--- config.mk ---
export PLATFORM = sky130hd
export DESIGN_NAME = tvc_core
export DESIGN_NICKNAME = d
export VERILOG_FILES = /design/src/logic/tvc_pkg.sv /design/src/logic/tvc_tick.sv /design/src/logic/tvc_core.sv
export SDC_FILE = /design/constraint.sdc
export NUM_CORES = 2
export LEC_CHECK = 0
export ABC_CLOCK_PERIOD_IN_PS = 321900
export BUFFER_PORTS_ARGS = -buffer_cell sky130_fd_sc_hd__buf_2
export CAP_MARGIN = 15
export CORE_MARGIN = 2
export CORE_UTILIZATION = 51
export DETAILED_ROUTE_END_ITERATION = 10
export GPL_ROUTABILITY_DRIVEN = 0
export GPL_TIMING_DRIVEN = 0
export PLACE_DENSITY = 0.7
export SYNTH_ARGS = -nofsm -noshare
export SYNTH_HDL_FRONTEND = slang
export SYNTH_SLANG_ARGS = --single-unit
--- constraint.sdc ---
create_clock -name core_clk -period 321.9 [get_ports core_clk]
set_input_delay 96.57 -clock core_clk [delete_from_list [all_inputs] [get_ports core_clk]]
set_output_delay 96.57 -clock core_clk [all_outputs]
set_load 0.01 [all_outputs]
--- src/logic/tvc_pkg.sv ---
// Constants, register map and types of the thermostat valve controller
package tvc_pkg;

  // ==========================================================
  // Timebase
  localparam int unsigned CLK_HZ       = 10_000_000;
  localparam int unsigned TICK_S       = 1;
  localparam int unsigned TICK_CYCLES  = CLK_HZ * TICK_S;
  localparam int unsigned SEC_PER_MIN  = 60;
  localparam int unsigned LOCKOUT_MIN  = 2;
  // One extra tick: the first tick after the load may come at once
  localparam logic [7:0]  LOCKOUT_TICKS = 8'(LOCKOUT_MIN * SEC_PER_MIN / TICK_S + 1);

  // ==========================================================
  // Register bus
  localparam int ADDR_W = 4;
  localparam int DATA_W = 16;

  localparam logic [3:0] OFS_CTRL       = 4'h0;
  localparam logic [3:0] OFS_SETPOINT   = 4'h1;
  localparam logic [3:0] OFS_HEAT_DIFF  = 4'h2;
  localparam logic [3:0] OFS_COOL_DIFF  = 4'h3;
  localparam logic [3:0] OFS_PBAND      = 4'h4;
  localparam logic [3:0] OFS_INTEG_TIME = 4'h5;
  localparam logic [3:0] OFS_CYCLE_TIME = 4'h6;
  localparam logic [3:0] OFS_STATUS     = 4'h8;
  localparam logic [3:0] OFS_DUTY       = 4'h9;
  localparam logic [3:0] OFS_TEMP       = 4'ha;

  // Control register fields
  localparam int CTRL_EN_BIT  = 0;
  localparam int CTRL_COOL_BIT = 1;
  localparam int CTRL_ALG_LSB = 2;
  localparam int ALG_W        = 3;

  // Status register fields
  localparam int STAT_HEAT_BIT = 0;
  localparam int STAT_COOL_BIT = 1;
  localparam int STAT_LOCK_BIT = 2;

  // ==========================================================
  // Values after reset (temperatures in tenths of a degree)
  localparam logic [15:0] RST_SETPOINT   = 16'h00c8;
  localparam logic [15:0] RST_HEAT_DIFF  = 16'h0002;
  localparam logic [15:0] RST_COOL_DIFF  = 16'h0002;
  localparam logic [15:0] RST_PBAND      = 16'h0014;
  localparam logic [7:0]  RST_INTEG_TIME = 8'h3c;
  localparam logic [7:0]  RST_CYCLE_TIME = 8'h0a;

  localparam logic [6:0]  PCT_FULL   = 7'h64;
  localparam logic [31:0] PCT_FULL32 = 32'h0000_0064;
  localparam int          INTEG_LIM_DEF = 32'h0001_0000;

  // ==========================================================
  // Types
  typedef enum logic [2:0]
  {
    TVC_ALG_ONOFF   = 3'h0,
    TVC_ALG_PCT     = 3'h1,
    TVC_ALG_PWM     = 3'h2,
    TVC_ALG_CONT    = 3'h3,
    TVC_ALG_FANCOIL = 3'h4
  } tvc_alg_t;

  typedef enum logic [1:0]
  {
    TVC_ST_OFF  = 2'b00,
    TVC_ST_ON   = 2'b01,
    TVC_ST_LOCK = 2'b11
  } tvc_st_t;

endpackage

--- src/logic/tvc_tick.sv ---
// Divider that issues a one-cycle tick every DIV clocks
`timescale 1ns/1ps
module tvc_tick
#(
  parameter int unsigned DIV = 10
)
(
  // Clock and reset
  input  wire logic core_clk,
  input  wire logic srst,
  // Phase control and tick
  input  wire logic clr,
  output logic      tick_reg
);

  localparam int unsigned CW = (DIV > 1) ? $clog2(DIV) : 1;

  logic [CW-1:0] cnt_reg;

  // Count DIV cycles; clr restarts the phase so a new period is whole
  always_ff @(posedge core_clk)
  begin
    if (srst || clr)
    begin
      cnt_reg  <= '0;
      tick_reg <= 1'b0;
    end
    else if (cnt_reg == CW'(DIV - 1))
    begin
      cnt_reg  <= '0;
      tick_reg <= 1'b1;
    end
    else
    begin
      cnt_reg  <= cnt_reg + 1'b1;
      tick_reg <= 1'b0;
    end
  end

endmodule

--- src/logic/tvc_core.sv ---
// Thermostat valve controller: two-point and PWM PI valve commands
// Notes on behaviour
// - Heating: valve on below setpoint minus differential
// - Heating: valve off when setpoint reached
// - Cooling: valve on above setpoint plus differential
// - Cooling: valve off when back at setpoint
// - On/off: after off-on-off, wait two minutes
// - Percentage mode sends 100 or 0 percent
// - Percentage: after 0-100-0, wait two minutes
// - PWM output is proportional plus integral term
// - Proportional term is gain times setpoint error
// - Duty linear in band, saturates outside
// - Integral accumulates error, scaled by integral gain
// - PWM heating: on fraction per cycle time
// - PWM cooling: on fraction per cycle time
// - Setpoint change restarts PWM cycle period
// - Integral gain derived from integration time
// - One algorithm selection governs heating and cooling
`timescale 1ns/1ps
module tvc_core
  import tvc_pkg::*;
#(
  parameter int unsigned TICK_DIV  = tvc_pkg::TICK_CYCLES,
  parameter int          INTEG_LIM = tvc_pkg::INTEG_LIM_DEF
)
(
  // Clock and reset
  input  wire logic                       core_clk,
  input  wire logic                       srst,
  // Register port
  input  wire logic [tvc_pkg::ADDR_W-1:0] addr,
  input  wire logic [tvc_pkg::DATA_W-1:0] wr_data,
  input  wire logic                       wr_en,
  input  wire logic                       rd_en,
  output logic [tvc_pkg::DATA_W-1:0]      rd_data_reg,
  // Measured temperature, tenths of a degree, signed
  input  wire logic [15:0]                temp_meas,
  // Valve commands towards the actuator telegram sender
  output logic                            heat_valve_reg,
  output logic                            cool_valve_reg,
  output logic [6:0]                      valve_pct_reg,
  output logic                            cmd_send_reg
);

  // ==========================================================
  // Declarations
  logic        ctrl_en_reg;
  logic        ctrl_cool_reg;
  tvc_alg_t    ctrl_alg_reg;
  logic [15:0] setpoint_reg;
  logic [15:0] heat_regulation_differential_reg;
  logic [15:0] cool_regulation_differential_reg;
  logic [15:0] pband_reg;
  logic [7:0]  integ_time_reg;
  logic [7:0]  cycle_time_reg;

  tvc_st_t     st_reg;
  logic [7:0]  lock_cnt_reg;

  logic        pwm_start_reg;
  logic [15:0] pwm_sec_reg;
  logic [15:0] on_s_reg;
  logic [6:0]  duty_reg;
  logic signed [31:0] integ_reg;

  logic        sec_tick;
  logic        tp_active;
  logic        pwm_active;
  logic        sp_chg;
  logic        restart;
  logic signed [17:0] meas_s;
  logic signed [17:0] sp_s;
  logic signed [17:0] err;
  logic        want_on;
  logic        want_off;
  logic [7:0]  cyc_min_eff;
  logic [15:0] cycle_s;
  logic [15:0] band_eff;

  logic signed [31:0] integ_sum;
  logic signed [31:0] proportional_term;
  logic signed [31:0] integral_term;
  logic signed [31:0] pi_out;
  logic [6:0]  duty_next;
  logic [15:0] on_s_next;

  logic        pwm_demand;
  logic        cmd_on;
  logic        heat_next;
  logic        cool_next;

  // ==========================================================
  // Seconds timebase; runs free for the lockout, realigned at PWM start
  tvc_tick
  #(
    .DIV      (TICK_DIV)
  )
  u_sec_tick
  (
    .core_clk (core_clk),
    .srst     (srst),
    .clr      (pwm_start_reg && pwm_active),
    .tick_reg (sec_tick)
  );

  // ==========================================================
  // Register writes
  always_ff @(posedge core_clk)
  begin
    if (srst)
    begin
      ctrl_en_reg                      <= 1'b0;
      ctrl_cool_reg                    <= 1'b0;
      ctrl_alg_reg                     <= TVC_ALG_ONOFF;
      setpoint_reg                     <= RST_SETPOINT;
      heat_regulation_differential_reg <= RST_HEAT_DIFF;
      cool_regulation_differential_reg <= RST_COOL_DIFF;
      pband_reg                        <= RST_PBAND;
      integ_time_reg                   <= RST_INTEG_TIME;
      cycle_time_reg                   <= RST_CYCLE_TIME;
    end
    else if (wr_en)
    begin
      if (addr == OFS_CTRL)
      begin
        ctrl_en_reg   <= wr_data[CTRL_EN_BIT];
        ctrl_cool_reg <= wr_data[CTRL_COOL_BIT];
        ctrl_alg_reg  <= tvc_alg_t'(wr_data[CTRL_ALG_LSB +: ALG_W]);
      end
      else if (addr == OFS_SETPOINT)
        setpoint_reg <= wr_data;
      else if (addr == OFS_HEAT_DIFF)
        heat_regulation_differential_reg <= wr_data;
      else if (addr == OFS_COOL_DIFF)
        cool_regulation_differential_reg <= wr_data;
      else if (addr == OFS_PBAND)
        pband_reg <= wr_data;
      else if (addr == OFS_INTEG_TIME)
        integ_time_reg <= wr_data[7:0];
      else if (addr == OFS_CYCLE_TIME)
        cycle_time_reg <= wr_data[7:0];
    end
  end

  // ==========================================================
  // Register reads: data in the cycle after the strobe only
  always_ff @(posedge core_clk)
  begin
    if (srst || !rd_en)
      rd_data_reg <= '0;
    else if (addr == OFS_CTRL)
      rd_data_reg <= 16'({ctrl_alg_reg, ctrl_cool_reg, ctrl_en_reg});
    else if (addr == OFS_SETPOINT)
      rd_data_reg <= setpoint_reg;
    else if (addr == OFS_HEAT_DIFF)
      rd_data_reg <= heat_regulation_differential_reg;
    else if (addr == OFS_COOL_DIFF)
      rd_data_reg <= cool_regulation_differential_reg;
    else if (addr == OFS_PBAND)
      rd_data_reg <= pband_reg;
    else if (addr == OFS_INTEG_TIME)
      rd_data_reg <= 16'(integ_time_reg);
    else if (addr == OFS_CYCLE_TIME)
      rd_data_reg <= 16'(cycle_time_reg);
    else if (addr == OFS_STATUS)
      rd_data_reg <= 16'({(st_reg == TVC_ST_LOCK), cool_valve_reg, heat_valve_reg});
    else if (addr == OFS_DUTY)
      rd_data_reg <= 16'(duty_reg);
    else if (addr == OFS_TEMP)
      rd_data_reg <= temp_meas;
    else
      rd_data_reg <= '0;   // Unmapped reads return zero
  end

  // ==========================================================
  // Mode decode and restart events
  // one selection for both directions
  assign tp_active  = ctrl_en_reg &&
                      ((ctrl_alg_reg == TVC_ALG_ONOFF) || (ctrl_alg_reg == TVC_ALG_PCT));
  assign pwm_active = ctrl_en_reg && (ctrl_alg_reg == TVC_ALG_PWM);

  assign sp_chg  = wr_en && (addr == OFS_SETPOINT) && (wr_data != setpoint_reg);
  // A new cycle time or mode also starts a fresh period
  assign restart = sp_chg ||
                   (wr_en && ((addr == OFS_CTRL) || (addr == OFS_CYCLE_TIME)));

  // ==========================================================
  // Error and hysteresis thresholds, 18-bit signed to avoid overflow
  assign meas_s = 18'(signed'(temp_meas));
  assign sp_s   = 18'(signed'(setpoint_reg));
  assign err    = ctrl_cool_reg ? (meas_s - sp_s) : (sp_s - meas_s);

  always_comb
  begin
    want_on  = 1'b0;
    want_off = 1'b0;
    if (ctrl_cool_reg)
    begin
      want_on  = meas_s > (sp_s + signed'({2'b00, cool_regulation_differential_reg}));
      want_off = meas_s <= sp_s;
    end
    else
    begin
      want_on  = meas_s < (sp_s - signed'({2'b00, heat_regulation_differential_reg}));
      want_off = meas_s >= sp_s;
    end
  end

  // ==========================================================
  // Two-point state machine; LOCK holds the valve off after on-off
  always_ff @(posedge core_clk)
  begin
    if (srst)
      st_reg <= TVC_ST_OFF;
    else
    begin
      case (st_reg)
        TVC_ST_OFF:
          if (tp_active && want_on)
            st_reg <= TVC_ST_ON;
        TVC_ST_ON:
          // Leaving the algorithm also counts as an off command
          if (!tp_active || want_off)
            st_reg <= TVC_ST_LOCK;
        TVC_ST_LOCK:
          if (lock_cnt_reg == 8'h00)
            st_reg <= TVC_ST_OFF;
        default:
          st_reg <= TVC_ST_OFF;
      endcase
    end
  end

  // Lockout timer in seconds, loaded at each on-to-off change
  always_ff @(posedge core_clk)
  begin
    if (srst)
      lock_cnt_reg <= 8'h00;
    else if ((st_reg == TVC_ST_ON) && (!tp_active || want_off))
      lock_cnt_reg <= LOCKOUT_TICKS;
    else if (sec_tick && (lock_cnt_reg != 8'h00))
      lock_cnt_reg <= lock_cnt_reg - 8'h01;
  end

  // ==========================================================
  // PI computation, evaluated only at PWM period start.
  // Plain dividers keep this simple; the rate is one per period,
  // so their depth only costs area, not throughput.
  assign cyc_min_eff = (cycle_time_reg == 8'h00) ? 8'h01 : cycle_time_reg;
  assign cycle_s     = 16'(cyc_min_eff) * 16'(SEC_PER_MIN);
  assign band_eff    = (pband_reg == 16'h0000) ? 16'h0001 : pband_reg;

  always_comb
  begin
    integ_sum = integ_reg + 32'(err) * signed'(32'(cyc_min_eff));
    if (integ_time_reg == 8'h00)
      integ_sum = '0;   // Zero integration time disables the integral
    else if (integ_sum > INTEG_LIM)
      integ_sum = INTEG_LIM;   // Anti-windup
    else if (integ_sum < -INTEG_LIM)
      integ_sum = -INTEG_LIM;

    // proportional gain is 100 percent per band
    proportional_term = (32'(err) * signed'(PCT_FULL32)) / signed'(32'(band_eff));

    // integral gain is proportional gain over time
    if (integ_time_reg == 8'h00)
      integral_term = '0;
    else
      integral_term = (integ_sum * signed'(PCT_FULL32)) /
                      signed'(32'(band_eff) * 32'(integ_time_reg));

    // output is sum of both terms
    pi_out = proportional_term + integral_term;

    // clamp to 0 .. 100 percent
    if (pi_out < 0)
      duty_next = 7'h00;
    else if (pi_out > signed'(PCT_FULL32))
      duty_next = PCT_FULL;
    else
      duty_next = pi_out[6:0];

    // Seconds of on time within the period
    on_s_next = 16'((32'(duty_next) * 32'(cycle_s)) / PCT_FULL32);
  end

  // ==========================================================
  // PWM period counter in seconds
  always_ff @(posedge core_clk)
  begin
    if (srst || !pwm_active || restart)
    begin
      pwm_start_reg <= 1'b1;
      pwm_sec_reg   <= 16'h0000;
    end
    else if (pwm_start_reg)
    begin
      pwm_start_reg <= 1'b0;
      pwm_sec_reg   <= 16'h0000;
    end
    else if (sec_tick)
    begin
      if (pwm_sec_reg >= (cycle_s - 16'h0001))
        pwm_start_reg <= 1'b1;
      else
        pwm_sec_reg <= pwm_sec_reg + 16'h0001;
    end
  end

  // Output recomputed once per period
  always_ff @(posedge core_clk)
  begin
    if (srst || !pwm_active)
    begin
      integ_reg <= '0;
      duty_reg  <= 7'h00;
      on_s_reg  <= 16'h0000;
    end
    else if (pwm_start_reg)
    begin
      integ_reg <= integ_sum;
      duty_reg  <= duty_next;
      on_s_reg  <= on_s_next;
    end
  end

  assign pwm_demand = pwm_start_reg ? (on_s_next != 16'h0000) : (pwm_sec_reg < on_s_reg);

  // ==========================================================
  // Valve command and telegram strobe
  assign cmd_on    = ((st_reg == TVC_ST_ON) && tp_active) || (pwm_active && pwm_demand);
  assign heat_next = cmd_on && !ctrl_cool_reg;
  assign cool_next = cmd_on && ctrl_cool_reg;

  always_ff @(posedge core_clk)
  begin
    if (srst)
    begin
      heat_valve_reg <= 1'b0;
      cool_valve_reg <= 1'b0;
      valve_pct_reg  <= 7'h00;
      cmd_send_reg   <= 1'b0;
    end
    else
    begin
      heat_valve_reg <= heat_next;
      cool_valve_reg <= cool_next;
      valve_pct_reg  <= cmd_on ? PCT_FULL : 7'h00;
      cmd_send_reg   <= (heat_next != heat_valve_reg) || (cool_next != cool_valve_reg);
    end
  end

endmodule

==> flow_summary.toml <==
[run_status]
outcome = "finished, final reports clean"

[critical_path]
cpPeakStageDelay_ns = 0.91
crit_top_cell = "a21oi_1"
worstSetupPathType = "input port to flop"
arrival_ns = 274.72
crit_path_start_kind = "input port"
crit_buf_inv = 136
cp_data_required_time_ns = 322.35
crit_fanout = 10
rrSetupSlack_ns = 143.24
cp-end-kind = "flop"
r2r-end = "cmd_send_reg$_SDFF_PP0_"
critical-path-top-delay-family = "compound AO/OA/AOI/OAI gates"
reg2reg_from = "setpoint_reg[1]$_SDFFE_PP0P_"
ff2ff_path_depth = 840
cp_slowest_cell = "xnor2_1"

[synth]
synthArstFlopShare_pct = 0
synth_seq_cells = 211
synth_edf_count = 0
synth_cells = 14900
synth_cell_type_count = 139
ys_seq_area_share_pct = 4.08
synth_ff_type = "dfxtp_1"
syn-cell-area_um2 = 104000
synth.avg_cell_area_um2 = 6.94
yosys_warnings = 0

[global_routing]
grt_overflow = 0
grt_pass1_wl_mm = 556
grtUsageTotal_pct = 32.8
antenna_found_initial = 5
grt_pass1_vias = 102000
grt_max_degree = 30

[sta]
worstMarginPinSlew_ns = 1.28
drv_slew = 0
fin_crit_ns = 274.28
whs_ns = 0.473
final-setup-viol-count = 0
rsz0062_at_grt = "no"
hold_viol = 0
fin_skew_ns = 0.0153
setup_tns_ns = 0
slew_headroom_pct = 13.7
max_clock_freq_mhz = 3.65
fin_crit_sh_pct = 85.2

[routing]
viasPerCell = 6.26
routed_wl_mm = 354
drtPass1Iterations = 9
avgRoutedWirePerCell_um = 19.9
ant_nets = 0
drtIter0Drc = 10200
drc_errors = 0
vias = 111000

[die]
start_util_pct = 51.3
rows = 165
core_area_um2 = 202000
die_area_um2 = 207000
die_w_um = 455
chipHeight_um = 455
io_pins = 66

[clocking]
clock_latency_ns = 0.59
cts_hold_buf = 0
cts_tree = "built"
cts_setup_buffers = 0
clock-root-buffer = "clkbuf_16"
post_cts_resized = 0
clk_path_buf_depth = 3
cts_buffers = 25
clk_pin_slew_ns = 0.06
htreeDepth = 1
clock_sinks = 211

[placed_design]
dp.cells = 17700
io_buffers = 49
hpwl_mm = 289

[hold_path]
hold_depth = 2
hold_path.class = "flop to flop"
min_to = "cool_regulation_differential_reg[12]$_SDFFE_PP0P_"
hp-start = "cool_regulation_differential_reg[12]$_SDFFE_PP0P_"

[cells_and_area]
area_delta_synth_final_pct = 5.29
largest_reg_flops = 32
layout-drive-gt1-share_pct = 4.86
nets = 16800
final_common_cell = "nor2_1"
final_util_pct = 54.0
layout_common_cells = "nor2_1 (1654), a21oi_1 (1491), ha_1 (1360), nand2_1 (1310), inv_1 (989)"
stdcell_count = 17800

[job]
max-cap-violations = 0
worst reg2reg max path: cells and delay by family (launching register included):
family | cells | cell delay [ns]
AO/OA/AOI/OAI | 422 | 81.42
AND/OR/NAND/NOR | 206 | 35.54
buffers and inverters | 131 | 34.36
adder cells (fa/ha/maj) | 57 | 19.75
XOR/XNOR | 20 | 5.85
multiplexers | 4 | 0.94
flip-flops | 1 | 0.74
cells in the mapped netlist, types with 145 or more instances:
library cell | instances | area (um^2)
nand3_1 | 368 | 1840
nor2b_1 | 177 | 1110
dfxtp_1 | 211 | 4220
nand2_1 | 1311 | 4920
o21ai_0 | 786 | 3930
ha_1 | 1360 | 17000
inv_1 | 1010 | 3790
a21o_1 | 555 | 4170
mux2_2 | 184 | 2070
nor3_1 | 369 | 1850
o21a_1 | 259 | 1940
o31ai_1 | 145 | 1090
nand4_1 | 232 | 1450
nand2b_1 | 317 | 1980
clkbuf_1 | 303 | 1140
and2_1 | 272 | 1700
fa_1 | 311 | 6230
xnor2_1 | 874 | 7650
a31oi_1 | 153 | 957
o21bai_1 | 166 | 1250
nor2_1 | 1657 | 6220
a21oi_1 | 1491 | 7460
xor2_1 | 409 | 3580
worst max path at each step:
stage	slack, ns	end	start	depth (start not counted)
6_report	47.62	cmd_send_reg$_SDFF_PP0_	temp_meas[1]	918
5_1_grt	32.17	on_s_reg[0]$_SDFFE_PP0P_	temp_meas[1]	914
4_1_cts	50.42	cmd_send_reg$_SDFF_PP0_	temp_meas[1]	916
3_5_place_dp	50.54	cmd_send_reg$_SDFF_PP0_	temp_meas[1]	934
3_3_place_gp	50.67	cmd_send_reg$_SDFF_PP0_	temp_meas[9]	1188
2_1_floorplan	85.30	on_s_reg[0]$_SDFFE_PP0P_	temp_meas[2]	1187
layout make-up:
cell class              count  area, um^2
clock buffers              32         682
diodes                      5        12.5
flip-flops and latches    211        4220
inverters                1031        3870
repair buffers            103        1130
clock inverters             9         120
fillers                 20100       93000
plain buffers             496        2260
multi-input cells       13200       93500
well taps                2672        3340
metrics by stage:
step / worst slack [ns] / instance area [um^2]
after floorplan: 85.30 / 104000
after global placement: 50.67 / 107000
after detailed placement: 50.54 / 108000
after CTS: 50.42 / 109000
after global routing: 32.17 / 109000
final: 47.62 / 109000
metal layers:
layer  GRT usage [%]  vias up  share of wire, %  wire length, um
met3            4.65      927               8.9            31700
met4            13.9        2               5.1            18000
li1                -    54000                 -                -
met2            52.3     4670                43           153000
met5               0        -            0.0037               13
met1            44.0    51700                43           152000
logic make-up (layout without fill, tap and decap cells):
logic type | Yosys count | after routing | synth area share, %
xor+xnor | 1290 | 1290 | 11.0
flops | 211 | 211 | 4.08
mux | 328 | 328 | 3.39
simple gates | 5479 | 5479 | 25.8
fa+ha+maj | 1678 | 1678 | 22.5
compound gates | 4431 | 4431 | 27.3
other cells | 1 | 13 | 0.00362
buf+inv | 1527 | 1671 | 5.92
Power is not shown: default switching activity piles up to over one toggle a cycle in this logic, so the estimate is an artifact.
